[src/logic/xcs_pkg.sv]
`default_nettype none
package xcs_pkg;
  localparam int unsigned ADDR_W           = 8;
  localparam int unsigned DATA_W           = 8;
  localparam int unsigned NUM_CONS         = 8;
  localparam int unsigned NUM_PERIPH       = 7;
  localparam int unsigned CNT_W            = 4;
  localparam int unsigned LOAD_W           = 2;

  // Clock control register
  localparam logic [7:0]  CTRL_ADDR        = 8'h8F;
  localparam logic [7:0]  CTRL_RESET       = 8'h00;
  localparam logic [7:0]  RDATA_UNMAPPED   = 8'h00;
  localparam int unsigned BIT_DOUBLE_SPEED = 0;
  localparam int unsigned BIT_TIMER0_OVR   = 1;
  localparam int unsigned BIT_TIMER1_OVR   = 2;
  localparam int unsigned BIT_TIMER2_OVR   = 3;
  localparam int unsigned BIT_SERIAL_OVR   = 4;
  localparam int unsigned BIT_COUNTER_OVR  = 5;
  localparam int unsigned BIT_WATCHDOG_OVR = 6;
  localparam int unsigned BIT_BUSCTL_OVR   = 7;

  // Crystal periods per machine or peripheral cycle
  localparam int unsigned STD_PERIODS      = 12;
  localparam int unsigned FAST_PERIODS     = 6;
  localparam logic [3:0]  CNT_LAST         = 4'hB;
  localparam logic [3:0]  CNT_FAST_MID     = 4'h5;
  localparam logic [3:0]  CNT_RESET        = 4'h0;
  localparam logic [1:0]  LOAD_DONE_CNT    = 2'h3;
endpackage : xcs_pkg
`default_nettype wire

[src/logic/xcs_cycle_gen.sv]
`timescale 1ns/1ns
`default_nettype none
module xcs_cycle_gen
  import xcs_pkg::*;
(
  input  wire logic                     clk,       // Crystal clock
  input  wire logic                     rst_n,     // Async reset, active low
  input  wire logic [xcs_pkg::CNT_W-1:0] phase_cnt, // Shared crystal period count
  input  wire logic                     fast_req,  // Requested double speed
  output logic                          fast_mode, // Effective double speed
  output logic                          cycle_tick // One pulse per cycle
);
  typedef struct packed {
    logic fast;
    logic tick;
  } xcs_gen_s;

  xcs_gen_s st_reg;
  xcs_gen_s st_next;

  function automatic logic xcs_tick_due(input logic [CNT_W-1:0] cnt, input logic fast);
    xcs_tick_due = (cnt == CNT_LAST) || (fast && (cnt == CNT_FAST_MID));
  endfunction : xcs_tick_due

  always_comb
  begin
    st_next      = st_reg;
    st_next.tick = xcs_tick_due(phase_cnt, st_reg.fast);
    // Mode taken only at the rising edge of the halved crystal clock
    if (phase_cnt[0] == 1'b0)
    begin
      st_next.fast = fast_req;
    end
  end

  always_ff @(posedge clk or negedge rst_n)
  begin
    if (!rst_n)
    begin
      st_reg <= '0;
    end
    else
    begin
      st_reg <= st_next;
    end
  end

  assign fast_mode  = st_reg.fast;
  assign cycle_tick = st_reg.tick;
endmodule : xcs_cycle_gen
`default_nettype wire

[src/logic/xcs_clock_ctrl.sv]
`timescale 1ns/1ns
`default_nettype none
module xcs_clock_ctrl
  import xcs_pkg::*;
(
  input  wire logic                         clk,                  // Crystal input clock
  input  wire logic                         rst_n,                // Async reset, active low
  input  wire logic                         boot_fast_clock_fuse, // Nonvolatile boot fuse
  input  wire logic [xcs_pkg::ADDR_W-1:0]   sfr_addr,             // Register address
  input  wire logic                         sfr_wr,               // Write strobe
  input  wire logic                         sfr_rd,               // Read strobe
  input  wire logic [xcs_pkg::DATA_W-1:0]   sfr_wdata,            // Write data
  output logic      [xcs_pkg::DATA_W-1:0]   sfr_rdata,            // Read data, next cycle
  output logic                              crystal_half_clock,   // Crystal divided by two
  output logic                              cpu_cycle_tick,       // CPU machine cycle pulse
  output logic                              cpu_fast_mode,        // CPU in double speed
  output logic      [xcs_pkg::NUM_PERIPH-1:0] periph_cycle_tick,  // Peripheral cycle pulses
  output logic      [xcs_pkg::NUM_PERIPH-1:0] periph_fast_mode    // Peripherals in double speed
);
  typedef struct packed {
    logic [CNT_W-1:0]  cnt;
    logic              half;
    logic [DATA_W-1:0] ctl;
    logic [DATA_W-1:0] rdata;
    logic              fuse_s1;
    logic              fuse_s2;
    logic              fuse_s3;
    logic [LOAD_W-1:0] load_cnt;
    logic              load_done;
  } xcs_ctrl_s;

  xcs_ctrl_s st_reg;
  xcs_ctrl_s st_next;

  logic                ctl_hit;
  logic                fuse_load;
  logic [NUM_CONS-1:0] fast_req;
  logic [NUM_CONS-1:0] fast_eff;
  logic [NUM_CONS-1:0] tick_vec;

  function automatic logic [CNT_W-1:0] xcs_cnt_step(input logic [CNT_W-1:0] cnt);
    xcs_cnt_step = (cnt == CNT_LAST) ? CNT_RESET : cnt + 4'h1;
  endfunction : xcs_cnt_step

  assign ctl_hit   = (sfr_addr == CTRL_ADDR);
  assign fuse_load = !st_reg.load_done && (st_reg.load_cnt == LOAD_DONE_CNT) &&
                     (st_reg.fuse_s2 == st_reg.fuse_s3);

  // Consumer 0 is the CPU, consumer i is the peripheral at register bit i
  always_comb
  begin
    fast_req                   = '0;
    fast_req[BIT_DOUBLE_SPEED] = st_reg.ctl[BIT_DOUBLE_SPEED];
    for (int i = 1; i < NUM_CONS; i++)
    begin
      fast_req[i] = st_reg.ctl[BIT_DOUBLE_SPEED] && !st_reg.ctl[i];
    end
  end

  always_comb
  begin
    st_next         = st_reg;
    st_next.cnt     = xcs_cnt_step(st_reg.cnt);
    st_next.half    = !st_reg.half;
    st_next.fuse_s1 = boot_fast_clock_fuse;
    st_next.fuse_s2 = st_reg.fuse_s1;
    st_next.fuse_s3 = st_reg.fuse_s2;
    if (!st_reg.load_done && (st_reg.load_cnt != LOAD_DONE_CNT))
    begin
      st_next.load_cnt = st_reg.load_cnt + 2'h1;
    end
    if (fuse_load)
    begin
      st_next.load_done = 1'b1;
      if (st_reg.fuse_s3)
      begin
        st_next.ctl[BIT_DOUBLE_SPEED] = 1'b1;
      end
    end
    if (sfr_wr && ctl_hit)
    begin
      st_next.ctl = sfr_wdata;
    end
    st_next.rdata = st_reg.rdata;
    if (sfr_rd)
    begin
      st_next.rdata = ctl_hit ? st_reg.ctl : RDATA_UNMAPPED;
    end
  end

  always_ff @(posedge clk or negedge rst_n)
  begin
    if (!rst_n)
    begin
      st_reg       <= '0;
      st_reg.ctl   <= CTRL_RESET;
      st_reg.cnt   <= CNT_RESET;
    end
    else
    begin
      st_reg <= st_next;
    end
  end

  for (genvar g = 0; g < NUM_CONS; g++)
  begin : gen_cons
    xcs_cycle_gen u_gen (
      .clk        (clk),
      .rst_n      (rst_n),
      .phase_cnt  (st_reg.cnt),
      .fast_req   (fast_req[g]),
      .fast_mode  (fast_eff[g]),
      .cycle_tick (tick_vec[g])
    );
  end

  assign sfr_rdata          = st_reg.rdata;
  assign crystal_half_clock = st_reg.half;
  assign cpu_cycle_tick     = tick_vec[BIT_DOUBLE_SPEED];
  assign cpu_fast_mode      = fast_eff[BIT_DOUBLE_SPEED];
  assign periph_cycle_tick  = tick_vec[NUM_CONS-1:1];
  assign periph_fast_mode   = fast_eff[NUM_CONS-1:1];
endmodule : xcs_clock_ctrl
`default_nettype wire

[config.mk]
export PLATFORM = sky130hd
export DESIGN_NAME = xcs_clock_ctrl
export DESIGN_NICKNAME = d
export VERILOG_FILES = /design/src/logic/xcs_pkg.sv /design/src/logic/xcs_cycle_gen.sv /design/src/logic/xcs_clock_ctrl.sv
export SDC_FILE = /design/constraint.sdc
export NUM_CORES = 1
export LEC_CHECK = 0
export ABC_AREA = 1
export BUFFER_PORTS_ARGS = -buffer_cell sky130_fd_sc_hd__buf_4
export CAP_MARGIN = 20
export CORE_UTILIZATION = 52
export CTS_CLUSTER_SIZE = 10
export DETAILED_ROUTE_END_ITERATION = 16
export PLACE_DENSITY = 0.82
export REMOVE_ABC_BUFFERS = 1
export SKIP_CTS_REPAIR_TIMING = 1
export SYNTH_ARGS = -nofsm -noshare
export SYNTH_HDL_FRONTEND = slang
export SYNTH_HIERARCHICAL = 1
export SYNTH_SLANG_ARGS = --single-unit
export TNS_END_PERCENT = 50
[constraint.sdc]
create_clock -name clk -period 3.8 [get_ports clk]
set_clock_uncertainty 0.15 [all_clocks]
set_input_delay 0.38 -clock clk [delete_from_list [all_inputs] [get_ports clk]]
set_output_delay 0.38 -clock clk [all_outputs]
set_load 0.02 [all_outputs]
# Word-level counts from Yosys, hierarchy flattened
# Cells that the tools add are included.
word_totals:
  inputBits: 21
  regBits: 43
  out_inout_bits: 25
op_classes:
  reduce_logical: 39
  mux: 5
  eq_ne: 6
  addsub: 2
op_table:
  columns: ["op", "n"]
  rows:
  - ["1-bit logical AND", 19]
  - ["1-bit logical NOT", 9]
  - ["8-bit == test (second input constant)", 1]
  - ["1-bit logical OR", 8]
  - ["8-bit 2-to-1 mux", 1]
  - ["4-bit by 1-bit adder with 4-bit output (second input constant)", 1]
  - ["4-bit by 3-bit == test with 1-bit output (second input constant)", 1]
  - ["4-bit == test (second input constant)", 1]
  - ["4-bit 2-to-1 mux", 1]
  - ["2-bit nonzero test", 2]
  - ["1-bit 2-to-1 mux", 3]
  - ["2-bit by 1-bit adder with 2-bit output (second input constant)", 1]
  - ["2-bit == test (second input constant)", 1]
  - ["2-bit inequality test (second input constant)", 1]
  - ["2-bit AND reduction", 1]
  - ["1-bit == test", 1]

# Logic depth before layout (Yosys ltp)
# Gate-level depths: netlist of the first run.
depth:
  ltp_word: 5
  mapped_depth: 6
  depth_no_buf: 6

# By module
# Netlist of the first run, hierarchy kept.
modules_own_cells:
  columns: ["module", "area_per_inst_um2", "n_inst", "seq_area_each_um2", "cells_per_inst"]
  rows:
  - ["xcs_clock_ctrl", 1271.2, 1, 675.6, 135]
  - ["xcs_cycle_gen", 87.6, 8, 50.0, 11]

# Worst setup path after synthesis of the first run
# Ideal clock, no wire load.
synth_timing:
  path_type: "reg-to-reg"
  start: "register st_reg[23] (netlist bit)"
  end: "register st_reg[25] (netlist bit)"
  stages_incl_launch_ff: 7
  n_path_buf: 0
  setup_slack_ns: 2.311
  arrival_time_ns: 1.219
  synth_period_minus_slack_ns: 1.489
  cell_sequence: "dfrtp_1 ha_1 inv_1 nor2_1 nand2_1 o21ai_0 inv_1"
synth_rtl:
  columns: ["item", "line_no", "text"]
  rows:
  - ["start, declared", "xcs_clock_ctrl.sv:32", "xcs_ctrl_s st_reg;"]
  - ["start signal, assigned", "xcs_clock_ctrl.sv:101", "st_reg <= st_next;"]

==> reports/results.txt, run 1 <==
status -> finished, final reports clean
Critical path origin -> st_reg[23]
crit share post-route -> 46.4%
gpl congestion -> 0.772
Post-synth top flop -> dfrtp_1
die span in y -> 63.6 µm
PortBufs -> 45
post-synthesis register bit count -> 43
Routed WL -> 3610 µm
final setup vio count -> 0
most frequent cell on the critical path -> inv_1
worst path required time -> 3.84 ns
Cell Rows -> 22
drt pass-1 iters -> 4
R2R depth -> 6
placeable core area -> 0.00366 mm²
antenna cells -> 0
Hold Path Class -> in2reg
H-tree levels -> 2
# DRC -> 0
Overall Global Routing Usage -> 20.4%
via/cell ratio -> 5.06
actual slew at the worst max-slew pin -> 0.696 ns
crit path cell chain -> ha_1 > inv_1 > nor2_1 > nand2_1 > o21ai_0 > inv_1
nature of the critical path endpoint -> register
DP Wirelength -> 2560 µm
PwrDens -> 389 mW/mm²
top post-synthesis cells by count -> nand2_1, dfrtp_1, inv_1
max cap viols -> 0
Critical Path Start Type -> register
total gr overflow -> 0
Syn-to-layout area delta -> 22.3%
Tmin final -> 1.76 ns
share of Yosys cell area claimed by the top area cell type -> 54.6%
vias in the first global route -> 1,489
die width -> 63.6 µm
final setup TNS -> 0 ns
Post-synth ARST share -> 100%
Die ar. -> 0.00404 mm²
CP arrival -> 1.80 ns
clock sink count -> 43
Via Count -> 1,589
Fill cells -> 308
wire per inst -> 11.5 µm
initial antenna violation count -> 0
Slew Viols, Final -> 0
VDD IR max -> 196 µV
layout cells sized above 1 -> 25.2%
Setup WS post-layout -> 2.04 ns
Netlist cell types -> 17
cell area after synthesis -> 0.00197 mm²
slew margin rel. -> 53.6%
Critical Path Sink -> st_reg[25]
global-route wire length before repair -> 6220 µm
I/O Pins -> 46
number of DRC markers in iteration 0 -> 120
ranking of synthesized cells by area -> dfrtp_1, nand2_1, inv_1
pre-CTS setup slack -> 2.09 ns
multi-input logic area -> 713 µm²
CP Max Fanout -> 26
EDFF count, synth -> 0
Initial Utilization -> 53.9%
CTS tree -> done
clock-pin slew on the worst setup and hold paths -> 0.08 ns
Clock Tree Buf Depth -> 2
largest net degree at the start of global routing -> 44
root cell of the clock tree -> clkbuf_8
worst r2r src -> st_reg[23]
Max stage delay on crit path -> 0.80 ns
Slowest cell on crit path -> dfrtp_1
leakage power -> 0.00134 µW
worst r2r dst -> st_reg[25]
warnings from Yosys -> 6
Final nets -> 289
Final Hold Viols -> 0
clk_lat worst skew -> 0.29 ns
maximum clock frequency -> 0.567 GHz
post-route ant nets -> 0
sequential area share after synthesis -> 54.6%
Synth Instances -> 223
CTS Buf Count -> 5
Worst R2R Setup Slack -> 2.04 ns
unrepaired setup endpoints after global routing -> no
max FFs per register -> 15
Seq. cell area -> 0.00108 mm²
Avg Cell Area, Syn -> 8.84 µm²
most frequent cell after synthesis -> nand2_1
area leader, netlist -> dfrtp_1
CP Class -> reg2reg
per-layer routing:
layer  vias up  routed length (µm)  global-route usage (%)
li1        782                   -                       -
met1       748                1490                    23.9
met2        52                1890                    35.0
met3         7                 177                    5.62
met4         0                  46                    8.24
met5         -                   0                       0
worst max-delay path: cells and delay by family, from the launching register on:
family	cells	cell delay, ns
adders and majority gates	1	0.30
and+or+nand+nor	2	0.20
DFF	1	0.80
buffers and inverters	2	0.11
AOI/OAI and AO/OA	1	0.09
how the worst min path moves through the flow:
stage                         startpoint                           end  slack, ns  cells after the start
floorplan                          rst_n            crystal_half_clock      -0.07                      0
global placement              st_next[4]                    st_next[3]       0.19                      0
detailed placement            st_next[4]                    st_next[3]       0.19                      0
CTS                                rst_n  gen_cons[3].u_gen/cycle_tick      -0.08                      1
global route        boot_fast_clock_fuse                    st_next[4]       0.03                      1
finish              boot_fast_clock_fuse                    st_next[4]       0.04                      1
cell type report:
class,instances,share of cell area (%)
tap,48,2.49
timing repair buffer,46,14.4
clock inverter,1,1.24
sequential,43,44.6
multi-input combinational,140,29.6
inverter,30,4.67
clock buffer,6,3.01
where the power goes:
part	internal [µW]	switching, µW	leakage (µW)	total [µW]
sequential	476	12.3	0.000551	489
combinational	45.4	68.0	0.000737	113
clock	193	144	0.0000513	337
total	714	225	0.00134	939
per-stage QoR:
step                area, µm²  util (%)  hold WS [ns]  instances  power (µW)
floorplan                1900         -       -0.0656        213         552
global placement         2300      62.8         0.191        306         609
detailed placement       2300      62.8         0.192        306         612
CTS                      2400      65.6       -0.0759        313         947
global route             2410      65.9        0.0323        314         981
finish                   2410      65.9        0.0376        314         939
logic make-up after synthesis:
logic type,count (synthesis),synth area share [%]
flip-flops,43,54.6
XOR/XNOR,2,0.888
AO/OA/AOI/OAI,21,6.85
buffers and inverters,40,9.26
adder cells (fa/ha/maj),2,1.27
AND/OR/NAND/NOR,115,27.2
cell usage in the layout (no fill, tap or decap):
master / instances
nand2_1: 64
buf_4: 45
dfrtp_1: 43
inv_1: 29
nor2_1: 27
nand4_1: 17
o21ai_0: 13
o21ai_2: 8
clkbuf_8: 5
nand2_2: 3
nor2_8: 2
xor2_1: 2
ha_1: 2
inv_2: 1
nand2_4: 1
nand3_4: 1
bufinv_16: 1
clkbuf_1: 1
dlygate4sd3_1: 1
No activity file was read; power rests on OpenSTA's default activity.
==> inputs of run 2 (changes only) <==
==> constraint.sdc (replaced) <==
create_clock -name clk -period 1.7 [get_ports clk]
set_clock_uncertainty 0.15 [all_clocks]
set_input_delay 0.17 -clock clk [delete_from_list [all_inputs] [get_ports clk]]
set_output_delay 0.17 -clock clk [all_outputs]
set_load 0.02 [all_outputs]
==> reports/results.txt, run 2 (synthesis gave the netlist of run 1 again) <==
status -> finished with violations
violated checks -> hold timing
via/cell ratio -> 4.88 (-3.5%)
hold path start -> sfr_wdata[2]
most frequent cells in the layout -> nand2_1, buf_4, dfrtp_1
DP Wirelength -> 2590 µm (+1.3%)
number of DRC markers in iteration 0 -> 73 (-39%)
met2 usage -> 32.4% (-2.5 points)
Via Count -> 1,577 (-0.76%)
die width -> 63.6 µm (unchanged)
maximum clock frequency -> 0.786 GHz (+39%)
GR Layer Usage met3 -> 4.35% (-1.3 points)
root cell of the clock tree -> clkbuf_8
Clock Tree Buf Depth -> 2 (unchanged)
I/O Pins -> 46 (unchanged)
VDD IR max -> 525 µV (+170%)
most common cell after layout, fill and taps aside -> nand2_1
CP arrival -> 1.33 ns (-0.47 ns)
Final nets -> 297 (+2.8%)
clock sink count -> 43 (unchanged)
largest net degree at the start of global routing -> 44 (unchanged)
grt met1 use -> 26.1% (+2.2 points)
Critical path buffers and inverters -> 0 (-2)
crit share post-route -> 74.9% (+28 points)
Placed Instances -> 309 (+0.98%)
Initial Utilization -> 53.9% (unchanged)
CTS tree -> done
Hold Path Depth -> 3 (+2)
post-route ant nets -> 0 (unchanged)
placeable core area -> 0.00366 mm² (unchanged)
Top delay family on crit path -> flip-flops
tightest hold margin -> -0.0113 ns (-0.0489 ns)
worst r2r dst -> st_reg[26]
Final Hold Viols -> 3 (+3)
worst path required time -> 1.76 ns (-2.08 ns)
vias in the first global route -> 1,451 (-2.6%)
max cap viols -> 0 (unchanged)
gpl congestion -> 0.804 (+4.1%)
final setup vio count -> 0 (unchanged)
nature of the critical path endpoint -> register
PortBufs -> 45 (unchanged)
crit path cell chain -> o21ai_0 > o21ai_0
clock-pin slew on the worst setup and hold paths -> 0.08 ns (about the same)
Cell Rows -> 22 (unchanged)
worst hold endpoint -> st_reg[16]
layout cells sized above 1 -> 25.8% (+0.63 points)
Slew Viols, Final -> 0 (unchanged)
most frequent cell on the critical path -> o21ai_0
Fill cells -> 297 (-3.6%)
Worst R2R Setup Slack -> 0.43 ns (-1.61 ns)
Syn-to-layout area delta -> 25.9%
unrepaired setup endpoints after global routing -> no
global-route wire length before repair -> 6250 µm (+0.45%)
Routed WL -> 3690 µm (+2.2%)
drt pass-1 iters -> 4 (unchanged)
Max stage delay on crit path -> 0.68 ns (-0.12 ns)
CP Max Fanout -> 19 (-27%)
Critical Path Start Type -> register
wire per inst -> 11.4 µm (-0.69%)
Finished Layout Cells -> 323 (+2.9%)
# DRC -> 0 (unchanged)
worst r2r src -> st_reg[26]
Tmin final -> 1.27 ns (-0.490 ns)
Overall Global Routing Usage -> 20.1% (-0.32 points)
slew margin rel. -> 64.9% (+11 points)
total gr overflow -> 0 (unchanged)
CP Class -> reg2reg
Hold Path Class -> in2reg
R2R depth -> 2 (-4)
GRT busiest layer -> met2
initial antenna violation count -> 0 (unchanged)
max FFs per register -> 15 (unchanged)
PwrDens -> 827 mW/mm² (+110%)
clk_lat worst skew -> 0.29 ns (about the same)
antenna cells -> 0 (unchanged)
H-tree levels -> 2 (unchanged)
Slowest cell on crit path -> dfrtp_1
Die ar. -> 0.00404 mm² (unchanged)
final setup TNS -> 0 ns (unchanged)
die span in y -> 63.6 µm (unchanged)
leakage power -> 0.00137 µW (+2.6%)
actual slew at the worst max-slew pin -> 0.526 ns (-0.170 ns)
CTS Buf Count -> 5 (unchanged)
## run 2: worst max-delay path by stage
stage	startpoint	end	slack, ns	cells past startpoint
floorplan	st_reg[23]	st_reg[25]	0.21	6
global route	st_reg[26]	st_reg[26]	0.28	2
CTS	st_reg[26]	st_reg[26]	0.45	2
finish	st_reg[26]	st_reg[26]	0.43	2
detailed placement	st_reg[26]	st_reg[26]	0.47	2
global placement	st_reg[23]	st_reg[25]	0.54	5
## run 2: metrics by stage
step | hold slack (ns) | utilization, % | power, µW | cell area [µm²] | setup WS (ns)
floorplan | -0.276 | - | 1230 | 1900 | 0.211
global placement | 0.0349 | 63.4 | 1360 | 2320 | 0.543
detailed placement | 0.0360 | 63.4 | 1370 | 2320 | 0.469
CTS | -0.276 | 66.2 | 2050 | 2420 | 0.453
global route | 0.00152 | 67.8 | 2160 | 2480 | 0.275
finish | -0.0113 | 67.8 | 2050 | 2480 | 0.428
## run 2: power breakdown
group	switching [µW]	internal (µW)
Combinational	151	109
Clock	329	371
Sequential	27.8	1060
## run 2: cell type report
class                   instances  area (µm²)  area share, %
multi-input cells             140         713           28.7
flip-flops and latches         43        1080           43.3
repair buffers                 54         420           16.9
clock buffers                   8         100           4.03
well taps                      48        60.1           2.42
inverters                      30         113           4.54
## run 2: routing by layer
layer	vias up	part of all wire [%]
li1	799	-
met1	736	45
met2	37	51
met3	5	3.7
met4	0	0.92
met5	-	0
## run 2: worst register-to-register path: stages, from the launching register on
cell	delay, ns
dfrtp_1	0.68
o21ai_0	0.17
o21ai_0	0.20
==> inputs of run 3 (changes only) <==
==> constraint.sdc (replaced) <==
create_clock -name clk -period 1.3 [get_ports clk]
set_clock_uncertainty 0.15 [all_clocks]
set_input_delay 0.13 -clock clk [delete_from_list [all_inputs] [get_ports clk]]
set_output_delay 0.13 -clock clk [all_outputs]
set_load 0.02 [all_outputs]
==> reports/results.txt, run 3 (synthesis gave the netlist of run 1 again) <==
status -> finished, final reports clean
vias in the first global route -> 1,475 (+1.7%)
global-route wire length before repair -> 6140 µm (-1.8%)
clock sink count -> 43 (unchanged)
pre-CTS setup slack -> 0.0766 ns (-0.393 ns)
I/O Pins -> 46 (unchanged)
final setup vio count -> 0 (unchanged)
DP Wirelength -> 2520 µm (-2.7%)
Tmin final -> 1.21 ns (-0.0650 ns)
initial antenna violation count -> 0 (unchanged)
die span in y -> 63.6 µm (unchanged)
Setup WS post-layout -> 0.0925 ns (-0.335 ns)
Slew Viols, Final -> 0 (unchanged)
total gr overflow -> 0 (unchanged)
Syn-to-layout area delta -> 28.9%
fin area -> 0.00254 mm² (+2.4%)
root cell of the clock tree -> clkbuf_8
clock-pin slew on the worst setup and hold paths -> 0.08 ns (about the same)
via/cell ratio -> 4.86 (-0.45%)
CP Class -> reg2reg
slew margin rel. -> 64.7% (-0.20 points)
Hold Path Class -> in2reg
CTS tree -> done
layout cells sized above 1 -> 26.0% (+0.16 points)
# DRC -> 0 (unchanged)
Overall Global Routing Usage -> 19.7% (-0.42 points)
VDD IR max -> 796 µV (+51%)
Cell Rows -> 22 (unchanged)
max FFs per register -> 15 (unchanged)
drt pass-1 iters -> 4 (unchanged)
H-tree levels -> 2 (unchanged)
Via Count -> 1,599 (+1.4%)
PortBufs -> 45 (unchanged)
antenna cells -> 0 (unchanged)
Critical Path Start Type -> register
clk_lat worst skew -> 0.29 ns (about the same)
leakage power -> 0.00140 µW (+1.9%)
Initial Utilization -> 53.9% (unchanged)
post-route ant nets -> 0 (unchanged)
Clock Tree Buf Depth -> 2 (unchanged)
number of DRC markers in iteration 0 -> 67 (-8.2%)
CP Max Fanout -> 4 (-15)
crit share post-route -> 92.9% (+18 points)
Worst R2R Setup Slack -> 0.09 ns (-0.34 ns)
largest net degree at the start of global routing -> 44 (unchanged)
maximum clock frequency -> 0.828 GHz (+5.4%)
placeable core area -> 0.00366 mm² (unchanged)
Final Hold Viols -> 0 (-3)
DP Area -> 0.00233 mm² (+0.32%)
most common cell after layout, fill and taps aside -> nand2_1
PwrDens -> 1060 mW/mm² (+28%)
wire per inst -> 11.2 µm (-2.3%)
Die ar. -> 0.00404 mm² (unchanged)
Fill cells -> 301 (+1.3%)
gpl congestion -> 0.803 (-0.12%)
unrepaired setup endpoints after global routing -> no
die width -> 63.6 µm (unchanged)
CTS Buf Count -> 5 (unchanged)
actual slew at the worst max-slew pin -> 0.529 ns (+0.00298 ns)
Routed WL -> 3670 µm (-0.49%)
nature of the critical path endpoint -> register
CP arrival -> 1.26 ns (-0.07 ns)
most frequent cells in the layout -> nand2_1, buf_4, dfrtp_1
worst path required time -> 1.35 ns (-0.41 ns)
Final nets -> 303 (+2.0%)
max cap viols -> 0 (unchanged)
fin util -> 69.4% (+1.6 points)
==> run 3: cell count changes in the layout (fill, tap and decap cells not counted), sizes merged <==
| cell | delta |
|---|---|
| buf | +1 |
| dlygate4sd3 | +5 |
==> run 3: where the power goes <==
group	switching, µW	internal [µW]
Sequential	36.6	1390
Clock	425	485
Combinational	201	153
==> run 3: layout make-up <==
class | instances | area, µm² | area share [%]
Clock buffer | 8 | 100 | 3.94
Inverter | 30 | 113 | 4.43
Multi-Input combinational cell | 140 | 716 | 28.1
Sequential cell | 43 | 1080 | 42.3
Tap cell | 48 | 60.1 | 2.36
Timing Repair Buffer | 60 | 478 | 18.8
==> run 3: worst max-delay path, stage by stage (launching register included) <==
cell and delay, ns:
dfrtp_1 0.40, ha_1 0.25, nor2_2 0.16, xor2_1 0.17
==> run 3: stage by stage <==
step / setup TNS (ns) / hold slack, ns / power (µW) / cells
CTS: 0 / -0.314 / 2690 / 318
global route: 0 / 0.0104 / 2830 / 329
global placement: 0 / -0.00488 / 1780 / 310
finish: 0 / 0.0186 / 2690 / 329
detailed placement: 0 / -0.00393 / 1790 / 310
floorplan: -0.440 / -0.316 / 1610 / 213
==> run 3: final timing paths <==
path                            startpoint                           end  depth (start not counted)
worst min register to register  st_next[4]                    st_next[3]                          0
max in group asynchronous            rst_n                     st_reg[1]                          2
worst min-delay path                sfr_wr                    st_reg[17]                          3
min in group asynchronous            rst_n  gen_cons[7].u_gen/cycle_tick                          2
worst max register to register   st_reg[1]                     st_reg[1]                          3
worst max-delay path             st_reg[1]                     st_reg[1]                          3
==> run 3: routing by layer <==
| layer | vias to the layer above | global-route usage, % | share of wire, % |
|---|---|---|---|
| li1 | 811 | - | - |
| met1 | 736 | 24.4 | 44 |
| met2 | 44 | 32.4 | 50 |
| met3 | 8 | 5.98 | 3.8 |
| met4 | 0 | 6.53 | 1.4 |
| met5 | - | 0 | 0 |
